## config.mk

```make
export PLATFORM = sky130hd
export DESIGN_NAME = pulse_width_dac_control_flat
export DESIGN_NICKNAME = d
export VERILOG_FILES = /design/src/verilog/link_pkg.sv /design/src/verilog/ctrl_link_if.sv /design/src/verilog/pulse_width_dac_control.sv /design/src/flat_wrapper.sv
export VERILOG_INCLUDE_DIRS = /design/src /design/src/verilog
export SDC_FILE = /design/constraint.sdc
export NUM_CORES = 1
export LEC_CHECK = 0
export BUFFER_PORTS_ARGS = -buffer_cell sky130_fd_sc_hd__buf_2
export CORE_UTILIZATION = 55
export DETAILED_ROUTE_END_ITERATION = 6
export PLACE_DENSITY = 0.76
export RECOVER_POWER = 100
export SLEW_MARGIN = 20
export SYNTH_ARGS = -nofsm -noshare
export SYNTH_HDL_FRONTEND = slang
export SYNTH_SLANG_ARGS = --single-unit
export TNS_END_PERCENT = 30
```

## constraint.sdc

```tcl
create_clock -name clk_i -period 2.7 [get_ports clk_i]
set_input_delay 0.135 -clock clk_i [delete_from_list [all_inputs] [get_ports clk_i]]
set_output_delay 0.135 -clock clk_i [all_outputs]
set_load 0.005 [all_outputs]
```

## src/verilog/link_timing_defs.svh

```systemverilog
`ifndef LINK_TIMING_DEFS_SVH
`define LINK_TIMING_DEFS_SVH

// Clock period of clk_i
`define CLK_PERIOD_NS 10

// Control pin pulse windows, in ns as specified
`define UP_MIN_NS     1000
`define UP_MAX_NS     60000
`define DN_MIN_NS     140000
`define DN_MAX_NS     240000
`define OFF_MIN_NS    560000
`define GAP_MIN_NS    1000

// Switching times, in ns
`define MAX_ON_NS     6000
`define MIN_OFF_NS    400

// Least times round up, longest times round down
`define UP_MIN_CYC  ((`UP_MIN_NS + `CLK_PERIOD_NS - 1) / `CLK_PERIOD_NS)
`define UP_MAX_CYC  (`UP_MAX_NS / `CLK_PERIOD_NS)
`define DN_MIN_CYC  ((`DN_MIN_NS + `CLK_PERIOD_NS - 1) / `CLK_PERIOD_NS)
`define DN_MAX_CYC  (`DN_MAX_NS / `CLK_PERIOD_NS)
`define OFF_MIN_CYC ((`OFF_MIN_NS + `CLK_PERIOD_NS - 1) / `CLK_PERIOD_NS)
`define GAP_MIN_CYC ((`GAP_MIN_NS + `CLK_PERIOD_NS - 1) / `CLK_PERIOD_NS)
`define MAX_ON_CYC  (`MAX_ON_NS / `CLK_PERIOD_NS)
`define MIN_OFF_CYC ((`MIN_OFF_NS + `CLK_PERIOD_NS - 1) / `CLK_PERIOD_NS)

// Host pulse targets, centred in the windows
`define HOST_UP_NS    30000
`define HOST_DN_NS    190000
`define HOST_GAP_NS   2000
`define HOST_UP_CYC   (`HOST_UP_NS / `CLK_PERIOD_NS)
`define HOST_DN_CYC   (`HOST_DN_NS / `CLK_PERIOD_NS)
`define HOST_GAP_CYC  (`HOST_GAP_NS / `CLK_PERIOD_NS)

// Soft start and disconnect ramp
`define SS_STEP_CYCLES 256
`define RAMP_STEP_CYC  100
`define DAC_CENTER     6'h20
`define DAC_MAX        6'h3F
`define GATE_FULL      4'hF

`endif

```

## src/verilog/link_pkg.sv

```systemverilog
package link_pkg;
    typedef enum logic [1:0] {
        LIM_QUARTER,
        LIM_HALF,
        LIM_FULL
    } lim_t;
    typedef enum logic [1:0] {
        PWR_OFF,
        PWR_RAMP,
        PWR_RUN
    } pwr_state_t;
    typedef enum logic [1:0] {
        SW_IDLE,
        SW_ON,
        SW_REST
    } sw_state_t;
    typedef enum logic [1:0] {
        HOST_HIGH,
        HOST_PULSE,
        HOST_GAP
    } host_state_t;
endpackage : link_pkg

```

## src/verilog/ctrl_link_if.sv

```systemverilog
`timescale 1ns/1ps
`default_nettype none
// One push-pull control wire from host to converter
interface ctrl_link_if;
    logic ctrl;
    modport host (output ctrl);
    modport dev  (input  ctrl);
endinterface : ctrl_link_if
`default_nettype wire

```

## src/verilog/pulse_width_dac_control.sv

```systemverilog
// What this block does
// - Limit quarter 256 cycles, half 256, full
// - Ramp disconnect switch on gradually
// - Pin high enables, starting with soft start
// - Pin low 560 us shuts down
// - Disconnect switch open while shut down
// - Output setting is 6-bit DAC code
// - Code zero gives highest output voltage
// - Start-up presets code to centre, 32
// - Low 1 to 60 us steps up
// - Low 140 to 240 us steps down
// - Undervoltage keeps both switches open
// - Overtemperature shuts down, switches open
// - Stay off 400 ns and until feedback low
// - On at feedback low, off at peak
`timescale 1ns/1ps
`default_nettype none
`include "link_timing_defs.svh"
module pulse_width_dac_control #(
    parameter logic [15:0] UP_MAX_CYC  = 16'(`UP_MAX_CYC),
    parameter logic [15:0] DN_MIN_CYC  = 16'(`DN_MIN_CYC),
    parameter logic [15:0] DN_MAX_CYC  = 16'(`DN_MAX_CYC),
    parameter logic [15:0] OFF_MIN_CYC = 16'(`OFF_MIN_CYC)
) (
    input  wire logic           clk_i,
    input  wire logic           sys_rst_i,
    ctrl_link_if.dev            link,
    input  wire logic           uvlo_i,
    input  wire logic           overtemp_i,
    input  wire logic           fb_below_ref_i,
    input  wire logic           peak_reached_i,
    output logic [3:0]          input_disconnect_switch_o,
    output logic                main_power_switch_o,
    output link_pkg::lim_t      switch_current_limit_o,
    output logic [5:0]          dac_code_o,
    output logic                enabled_o
);
    import link_pkg::*;

    localparam logic [15:0] UP_MIN_CYC  = 16'(`UP_MIN_CYC);
    localparam logic [9:0]  MAX_ON_CYC  = 10'(`MAX_ON_CYC);
    localparam logic [9:0]  MIN_OFF_CYC = 10'(`MIN_OFF_CYC);
    localparam logic [7:0]  SS_LAST     = 8'(`SS_STEP_CYCLES - 1);
    localparam logic [6:0]  RAMP_LAST   = 7'(`RAMP_STEP_CYC - 1);

    // Windows must be ordered or a pulse could mean two things
    if (UP_MIN_CYC > UP_MAX_CYC || UP_MAX_CYC >= DN_MIN_CYC ||
        DN_MIN_CYC > DN_MAX_CYC || DN_MAX_CYC >= OFF_MIN_CYC) begin : g_chk
        $error("pulse windows overlap or are out of order");
    end

    function automatic logic in_window(input logic [15:0] w,
                                       input logic [15:0] lo,
                                       input logic [15:0] hi);
        in_window = (w >= lo) && (w <= hi);
    endfunction : in_window

    // Pin and comparator inputs are asynchronous: two flops each
    logic [4:0] meta_ff;
    logic [4:0] sync_ff;
    always_ff @(posedge clk_i) begin
        if (sys_rst_i) begin
            meta_ff <= 5'h00;
            sync_ff <= 5'h00;
        end else begin
            meta_ff <= {link.ctrl, uvlo_i, overtemp_i,
                        fb_below_ref_i, peak_reached_i};
            sync_ff <= meta_ff;
        end
    end

    wire ctrl_s = sync_ff[4];
    wire uvlo_s = sync_ff[3];
    wire otp_s  = sync_ff[2];
    wire fb_s   = sync_ff[1];
    wire peak_s = sync_ff[0];

    logic             ctrl_d_ff;
    logic [15:0]      low_cnt_ff;
    pwr_state_t       pwr_ff;
    logic [3:0]       gate_ff;
    logic [6:0]       ramp_cnt_ff;
    logic [5:0]       dac_ff;
    sw_state_t        sw_ff;
    logic [9:0]       sw_cnt_ff;
    lim_t             lim_ff;
    logic [7:0]       ss_cnt_ff;

    // Low-time measurement, saturating so a long low never wraps
    wire [15:0] nxt_low_cnt = ctrl_s ? 16'h0000 :
                 (low_cnt_ff == 16'hFFFF) ? low_cnt_ff : low_cnt_ff + 16'h0001;
    wire rise      = ctrl_s & ~ctrl_d_ff;
    // Width is judged at the rising edge; the high gap separates pulses
    wire step_up   = rise && in_window(low_cnt_ff, UP_MIN_CYC, UP_MAX_CYC);
    wire step_dn   = rise && in_window(low_cnt_ff, DN_MIN_CYC, DN_MAX_CYC);
    wire off_hit   = ~ctrl_s && (low_cnt_ff >= OFF_MIN_CYC);
    wire fault     = uvlo_s | otp_s;
    wire stop      = fault | off_hit;
    wire start     = ctrl_s & ~fault;
    wire ramp_tick = (ramp_cnt_ff == RAMP_LAST);

    always_ff @(posedge clk_i) begin
        if (sys_rst_i) begin
            ctrl_d_ff  <= 1'b0;
            low_cnt_ff <= 16'h0000;
        end else begin
            ctrl_d_ff  <= ctrl_s;
            low_cnt_ff <= nxt_low_cnt;
        end
    end

    // Power sequencing: off, gradual disconnect turn-on, run
    always_ff @(posedge clk_i) begin
        if (sys_rst_i) begin
            pwr_ff      <= PWR_OFF;
            gate_ff     <= 4'h0;
            ramp_cnt_ff <= 7'h00;
        end else begin
            unique case (pwr_ff)
                PWR_OFF: begin
                    gate_ff     <= 4'h0;
                    ramp_cnt_ff <= 7'h00;
                    if (start) begin
                        pwr_ff <= PWR_RAMP;
                    end
                end
                PWR_RAMP: begin
                    ramp_cnt_ff <= ramp_tick ? 7'h00 : ramp_cnt_ff + 7'h01;
                    if (stop) begin
                        pwr_ff  <= PWR_OFF;
                        gate_ff <= 4'h0;
                    end else if (ramp_tick) begin
                        // Gate steps up slowly to hold down inrush
                        gate_ff <= gate_ff + 4'h1;
                        if (gate_ff == (`GATE_FULL - 4'h1)) begin
                            pwr_ff <= PWR_RUN;
                        end
                    end
                end
                PWR_RUN: begin
                    if (stop) begin
                        pwr_ff  <= PWR_OFF;
                        gate_ff <= 4'h0;
                    end
                end
            endcase
        end
    end

    // DAC code; a larger code means a lower converter output
    always_ff @(posedge clk_i) begin
        if (sys_rst_i) begin
            dac_ff <= `DAC_CENTER;
        end else if (pwr_ff == PWR_OFF) begin
            dac_ff <= `DAC_CENTER;
        end else if (step_up && dac_ff != `DAC_MAX) begin
            dac_ff <= dac_ff + 6'h01;
        end else if (step_dn && dac_ff != 6'h00) begin
            dac_ff <= dac_ff - 6'h01;
        end
    end

    // Main switch timing: on at feedback low, off at peak or max on
    wire run     = (pwr_ff == PWR_RUN) && !stop;
    wire on_end  = peak_s || (sw_cnt_ff == MAX_ON_CYC);
    wire rest_ok = (sw_cnt_ff >= MIN_OFF_CYC - 10'h001) && fb_s;
    always_ff @(posedge clk_i) begin
        if (sys_rst_i || !run) begin
            sw_ff     <= SW_IDLE;
            sw_cnt_ff <= 10'h000;
        end else begin
            unique case (sw_ff)
                SW_IDLE: begin
                    sw_cnt_ff <= 10'h000;
                    if (fb_s) begin
                        sw_ff <= SW_ON;
                    end
                end
                SW_ON: begin
                    if (on_end) begin
                        sw_ff     <= SW_REST;
                        sw_cnt_ff <= 10'h000;
                    end else begin
                        sw_cnt_ff <= sw_cnt_ff + 10'h001;
                    end
                end
                SW_REST: begin
                    if (rest_ok) begin
                        sw_ff     <= SW_ON;
                        sw_cnt_ff <= 10'h000;
                    end else if (sw_cnt_ff < MIN_OFF_CYC) begin
                        sw_cnt_ff <= sw_cnt_ff + 10'h001;
                    end
                end
            endcase
        end
    end

    // Soft start: count switch cycles, raise limit in two steps
    wire sw_done = (sw_ff == SW_ON) && on_end && run;
    always_ff @(posedge clk_i) begin
        if (sys_rst_i || pwr_ff == PWR_OFF) begin
            lim_ff    <= LIM_QUARTER;
            ss_cnt_ff <= 8'h00;
        end else if (sw_done && lim_ff != LIM_FULL) begin
            ss_cnt_ff <= ss_cnt_ff + 8'h01;
            if (ss_cnt_ff == SS_LAST) begin
                lim_ff <= (lim_ff == LIM_QUARTER) ? LIM_HALF : LIM_FULL;
            end
        end
    end

    // Outputs straight from flops; switch flop takes run and SW_ON, cleared by on_end
    logic main_sw_ff;
    logic enabled_ff;
    always_ff @(posedge clk_i) begin
        if (sys_rst_i) begin
            main_sw_ff <= 1'b0;
            enabled_ff <= 1'b0;
        end else begin
            main_sw_ff <= run && (sw_ff == SW_ON) && !on_end;
            enabled_ff <= (pwr_ff != PWR_OFF);
        end
    end

    assign input_disconnect_switch_o = gate_ff;
    assign main_power_switch_o       = main_sw_ff;
    assign switch_current_limit_o    = lim_ff;
    assign dac_code_o                = dac_ff;
    assign enabled_o                 = enabled_ff;
endmodule : pulse_width_dac_control
`default_nettype wire

```

## src/flat_wrapper.sv

```systemverilog
// flat-port wrapper written by rule: the top's interface ports become plain ports
module pulse_width_dac_control_flat import link_pkg::*;
#(
    parameter logic [15:0] UP_MAX_CYC  = 16'(`UP_MAX_CYC),
    parameter logic [15:0] DN_MIN_CYC  = 16'(`DN_MIN_CYC),
    parameter logic [15:0] DN_MAX_CYC  = 16'(`DN_MAX_CYC),
    parameter logic [15:0] OFF_MIN_CYC = 16'(`OFF_MIN_CYC)
)
  (clk_i, sys_rst_i, uvlo_i, overtemp_i, fb_below_ref_i, peak_reached_i, input_disconnect_switch_o, main_power_switch_o, switch_current_limit_o, dac_code_o, enabled_o, link_ctrl);
  ctrl_link_if link_i ();
  input  wire logic clk_i;
  input  wire logic sys_rst_i;
  input  wire logic uvlo_i;
  input  wire logic overtemp_i;
  input  wire logic fb_below_ref_i;
  input  wire logic peak_reached_i;
  output logic [3:0] input_disconnect_switch_o;
  output logic main_power_switch_o;
  output link_pkg::lim_t switch_current_limit_o;
  output logic [5:0] dac_code_o;
  output logic enabled_o;
  input wire logic [$bits(link_i.ctrl)-1:0] link_ctrl;
  assign link_i.ctrl = link_ctrl;
  pulse_width_dac_control #(.UP_MAX_CYC(UP_MAX_CYC), .DN_MIN_CYC(DN_MIN_CYC), .DN_MAX_CYC(DN_MAX_CYC), .OFF_MIN_CYC(OFF_MIN_CYC)) u_core (.clk_i(clk_i), .sys_rst_i(sys_rst_i), .link(link_i), .uvlo_i(uvlo_i), .overtemp_i(overtemp_i), .fb_below_ref_i(fb_below_ref_i), .peak_reached_i(peak_reached_i), .input_disconnect_switch_o(input_disconnect_switch_o), .main_power_switch_o(main_power_switch_o), .switch_current_limit_o(switch_current_limit_o), .dac_code_o(dac_code_o), .enabled_o(enabled_o));
endmodule
```

* Word level (Yosys, flattened, before mapping)
Cells that the tools add are included.
Operators by class: add/subtract/negate cells 7, muxes and demuxes 23, bitwise gates (word level) 7, order comparisons 7, equal/unequal tests 19, reductions and logical operators 33
Operator list (number):
- $mux W10 | 3
- $pmux W10 S3 | 1
- $mux W2 | 9
- $add A16 B1 Y16 const B | 1
- $eq A16 B16 Y1 const B | 1
- $ge A16 B14 Y1 const B | 1
- $ge A16 B16 Y1 const B | 1
- $ge A16 B7 Y1 const B | 1
- $le A16 B13 Y1 const B | 1
- $le A16 B15 Y1 const B | 1
- $logic_and A1 B1 Y1 | 14
- $pmux W7 S2 | 1
- $mux W4 | 3
- $mux W6 | 2
- $pmux W2 S3 | 2
- $pmux W4 S3 | 1
- $add A10 B1 Y10 const B | 1
- $eq A10 B10 Y1 const B | 1
- $ge A10 B6 Y1 const B | 1
- $lt A10 B6 Y1 const B | 1
- $ne A2 B1 Y1 const B | 5
- $ne A3 B1 Y1 const B | 3
- $add A8 B1 Y8 const B | 1
- $eq A8 B8 Y1 const B | 1
- 23 further kinds | 39
Word-level totals: register bits after elaboration 70, bits of input ports 7

* Longest topological paths before layout
word-level depth 8, gate-level depth with buffers 13, gate-level depth less buffers 13

* Least setup slack after synthesis
OpenSTA, ideal clock, no wires.
path kind flip-flop to flip-flop, start point reg u_core.low_cnt_ff[0], end point reg u_core.dac_ff[5], in the netlist u_core.dac_code_o[5], path buffers 0, data required time 2628 ps, library setup time 72 ps, cell stages (with the launch flop) 14, data arrival time 2748 ps, path slack -120 ps, period minus slack after synthesis 2820 ps, path through dfxtp_1 inv_1 ha_1 or3b_1 a41o_2 a311oi_2 inv_1 ha_1 a21oi_1 nand2_1 a31oi_1 nand3_1 o21ai_1 mux2i_1
Between the ends: cells in the longest elaborated chain, start to end 5
RTL lines:
- from (decl) | line pulse_width_dac_control.sv:79 | logic [15:0] low_cnt_ff;
- from (signal assigned) | line pulse_width_dac_control.sv:108 | low_cnt_ff <= nxt_low_cnt;
- $ge A16 B7 Y1 (tied with other cells) | line pulse_width_dac_control.sv:55 | in_window = (w >= lo) && (w <= hi);
- $logic_and A1 B1 Y1 | line pulse_width_dac_control.sv:55
- $logic_and A1 B1 Y1, on equally long branches | line pulse_width_dac_control.sv:94, pulse_width_dac_control.sv:95
- $logic_and A1 B1 Y1, on equally long branches
- $mux W6 / $reduce_bool A2 Y1 (equally long branches)
- to (signal assigned) | line pulse_width_dac_control.sv:155 | dac_ff <= `DAC_CENTER;
- to (signal assigned) | line pulse_width_dac_control.sv:157 | dac_ff <= dac_ff + 6'h01;
- to (signal assigned) | line pulse_width_dac_control.sv:159 | dac_ff <= dac_ff - 6'h01;
- to (decl) | line pulse_width_dac_control.sv:83 | logic [5:0] dac_ff;
Several ways; a longest one is shown, not always the timed one. A chain may end at the register's enable or synchronous reset.

* Final worst setup path
start point reg u_core.low_cnt_ff[1], end point reg u_core.dac_ff[5], in the netlist u_core.dac_code_o[5]
Same word-level chain as after synthesis.

==> impl_metrics.json <==
{
  "status": "finished, violations left",
  "violations": "setup timing",
  "postSynthCellCount": 415,
  "die_width_um": 82.9,
  "ys.warnings.count": 0,
  "multi_input_area_sq_mm": 0.00207,
  "synth-seq-cells": 70,
  "htree_levels": 3,
  "dr.pass1.iters": 4,
  "fill_cells": 550,
  "place_area_sq_mm": 0.00385,
  "crit_buf_inv": 2,
  "seq_area_sq_mm": 0.00140,
  "synth_edf_count": 0,
  "layout_common_cells": "dfxtp_1, nor2_1, nand2_1, nand3_1",
  "p_leak_nw": 1.54,
  "die_h_um": 82.9,
  "antennaDiodeCount": 0,
  "synthFlopType": "dfxtp_1",
  "gp_congestion": 0.819,
  "swShare_pct": 26.1,
  "max_freq_mhz": 369,
  "p_comb_share_pct": 7.8,
  "p_switching_mw": 0.508,
  "overflow": 0,
  "hold_path.class": "input port to register",
  "netlist_top_cells_area": "dfxtp_1, ha_1, nor2_1",
  "row_count": 29,
  "rsz0062_at_grt": "true",
  "async_flop_share_pct": 0,
  "wl_mm": 7.25,
  "clkPwrFrac_pct": 37.7,
  "grt_pass1_vias": 2788,
  "cts_buffers": 9,
  "synth_largest_area_cell": "dfxtp_1",
  "arrival_ns": 3.00,
  "fin_crit_sh_pct": 100,
  "path_cells": "inv_1 -> ha_1 -> or3b_1 -> a41o_2 -> a311oi_4 -> inv_2 -> ha_4 -> a21oi_1 -> nand2_1 -> a31oi_1 -> nand3_1 -> o21ai_1 -> mux2i_1",
  "cellPowerDensity_mw_per_mm2": 481,
  "ys_seq_area_share_pct": 38.9,
  "fin_util_pct": 63.6,
  "fin_skew_ns": 0.00775,
  "drive_gt1_share_pct": 14.4,
  "drt_iter0_drc": 105,
  "via_count": 2961,
  "coreArea_sq_mm": 0.00635,
  "hold_viol_final": 0,
  "routedWlPerCell_um": 13.7,
  "syn_to_final_growth_pct": 12.1,
  "avgSynthCellArea_sq_um": 8.68,
  "cp_top_family": "compound AO/OA/AOI/OAI gates",
  "initial_core_util_pct": 56.7,
  "cts_tree": "done",
  "worst_pin_slew_ns": 1.00,
  "routed_via_density": 5.61,
  "portBuffers": 20,
  "antenna_found_initial": 0,
  "synth_top_area_share_pct": 38.9,
  "clk_path_buf_depth": 2,
  "sequentialPowerShare_pct": 54.5,
  "slew_headroom_pct": 33.2,
  "fin_crit_ns": 2.71,
  "grtUsageTotal_pct": 22.2,
  "root_buffer": "clkbuf_8",
  "cp.required_ns": 2.98,
  "fin_ws_ns": -0.0106,
  "io_pins": 21,
  "synth_area_sq_mm": 0.00360,
  "cap_violations": 0,
  "setup_viol": 1,
  "syn_nets": 442,
  "final_common_cell": "dfxtp_1",
  "crit_type": "register to register",
  "cpMaxStageDelayCell": "or3b_1",
  "clock_latency_ns": 0.35,
  "layout.nets": 474,
  "hpwl_mm": 5.11,
  "drc_errors": 0,
  "grt_max_degree": 25,
  "path_max_fanout": 6,
  "p_int_mw": 1.44,
  "cp-start-kind": "register",
  "final_area_sq_mm": 0.00404,
  "synth_cell_type_count": 61,
  "cp_slowest_stage_delay_ns": 0.36,
  "endpoint_kind": "register",
  "die-area_sq_mm": 0.00688,
  "ir_drop_uv": 314,
  "post-place-ws_ns": -0.0232,
  "clkSlewWorstSetupHoldPaths_ns": 0.08,
  "cts.sinks": 70,
  "finalMaxSlewViolations": 0,
  "grt_pass1_wl_mm": 12.5,
  "ant_nets": 0
}
==> per-layer routing <==
metal	share of wire, %	up-vias	track usage, %
met5	0	-	0
li1	-	1514	-
met1	49	1393	29.4
met2	46	45	35.8
met4	1.8	0	9.87
met3	2.9	9	3.68
==> registers in the layout, summed over array words and instances, names as in the netlist, 2 cells and up <==
register	count
u_core.switch_current_limit_o	2
u_core.pwr_ff	2
u_core.sw_ff	2
u_core.sw_cnt_ff	10
u_core.ss_cnt_ff	8
u_core.low_cnt_ff	16
u_core.meta_ff	5
u_core.ramp_cnt_ff	7
u_core.dac_code_o	6
u_core.sync_ff	5
u_core.input_disconnect_switch_o	4
==> final timing paths <==
path                        startpoint                   end  slack (ns)  cells after the start
hold / removal               link_ctrl     u_core.meta_ff[4]        0.02                      2
setup reg to reg  u_core.low_cnt_ff[1]  u_core.dac_code_o[5]       -0.01                     13
setup / recovery  u_core.low_cnt_ff[1]  u_core.dac_code_o[5]       -0.01                     13
hold reg to reg      u_core.meta_ff[3]     u_core.sync_ff[3]        0.45                      1
==> Yosys cell counts, drive strengths merged, types with 2 or more instances <==
| cell type | count |
|---|---|
| dfxtp | 70 |
| nor2 | 51 |
| nand2 | 29 |
| nand3 | 27 |
| a21oi | 21 |
| ha | 19 |
| xor2 | 19 |
| inv | 16 |
| nor2b | 15 |
| and3 | 14 |
| clkbuf | 12 |
| o21ai | 12 |
| xnor2 | 12 |
| nand4 | 10 |
| buf | 7 |
| mux2i | 6 |
| or4 | 6 |
| a31oi | 5 |
| nor3 | 5 |
| nor4 | 5 |
| o31ai | 5 |
| or2 | 5 |
| a211oi | 4 |
| a311oi | 4 |
| and2 | 4 |
| nor3b | 3 |
| o211ai | 3 |
| or3 | 3 |
| a21o | 2 |
| o21a | 2 |
==> logic make-up after synthesis <==
family | share of synthesized area (%)
adders and majority gates | 7.16
muxes | 1.98
xor gates and xnor gates | 7.54
and+or+nand+nor | 26.8
DFF | 38.9
AOI/OAI and AO/OA | 13.4
buffers and inverters | 4.20
==> power by group through the flow <==
| stage | Combinational, mW | Clock (mW) | Sequential [mW] |
|---|---|---|---|
| 5_1_grt | 0.173 | 0.793 | 1.06 |
| 6_report | 0.151 | 0.733 | 1.06 |
| 2_1_floorplan | 0.109 | 0 | 1.08 |
| 3_3_place_gp | 0.149 | 0 | 1.08 |
| 4_1_cts | 0.158 | 0.742 | 1.06 |
| 3_5_place_dp | 0.154 | 0 | 1.08 |
==> what timing repair did <==
action / 4_1_cts / 5_1_grt
setup buffers: 1 / 1
resized for setup: 2 / 2
hold endpoints to repair: 3 / 0
hold buffers: 3 / 0
endpoints found under the setup margin: 1 / 2
pin swaps: 3 / 1
==> stage by stage <==
step | TNS (ns) | hold WS, ns | instances | total power, mW
final | -0.0106 | 0.0210 | 528 | 1.94
after global routing | -0.185 | 0.0310 | 528 | 2.03
after CTS | 0 | 0.0140 | 527 | 1.96
after detailed placement | -0.0232 | 0.350 | 508 | 1.24
after global placement | 0 | 0.342 | 508 | 1.23
after floorplan | 0 | 0.263 | 415 | 1.19
==> area by class of cell <==
type / count / share of cell area [%]
Multi-Input combinational cell: 309 / 51.3
Sequential cell: 70 / 34.7
Timing Repair Buffer: 40 / 5.95
Clock buffer: 10 / 3.16
Tap cell: 77 / 2.39
Inverter: 17 / 1.58
Clock inverter: 5 / 0.930
No activity file was read; power rests on OpenSTA's default activity.
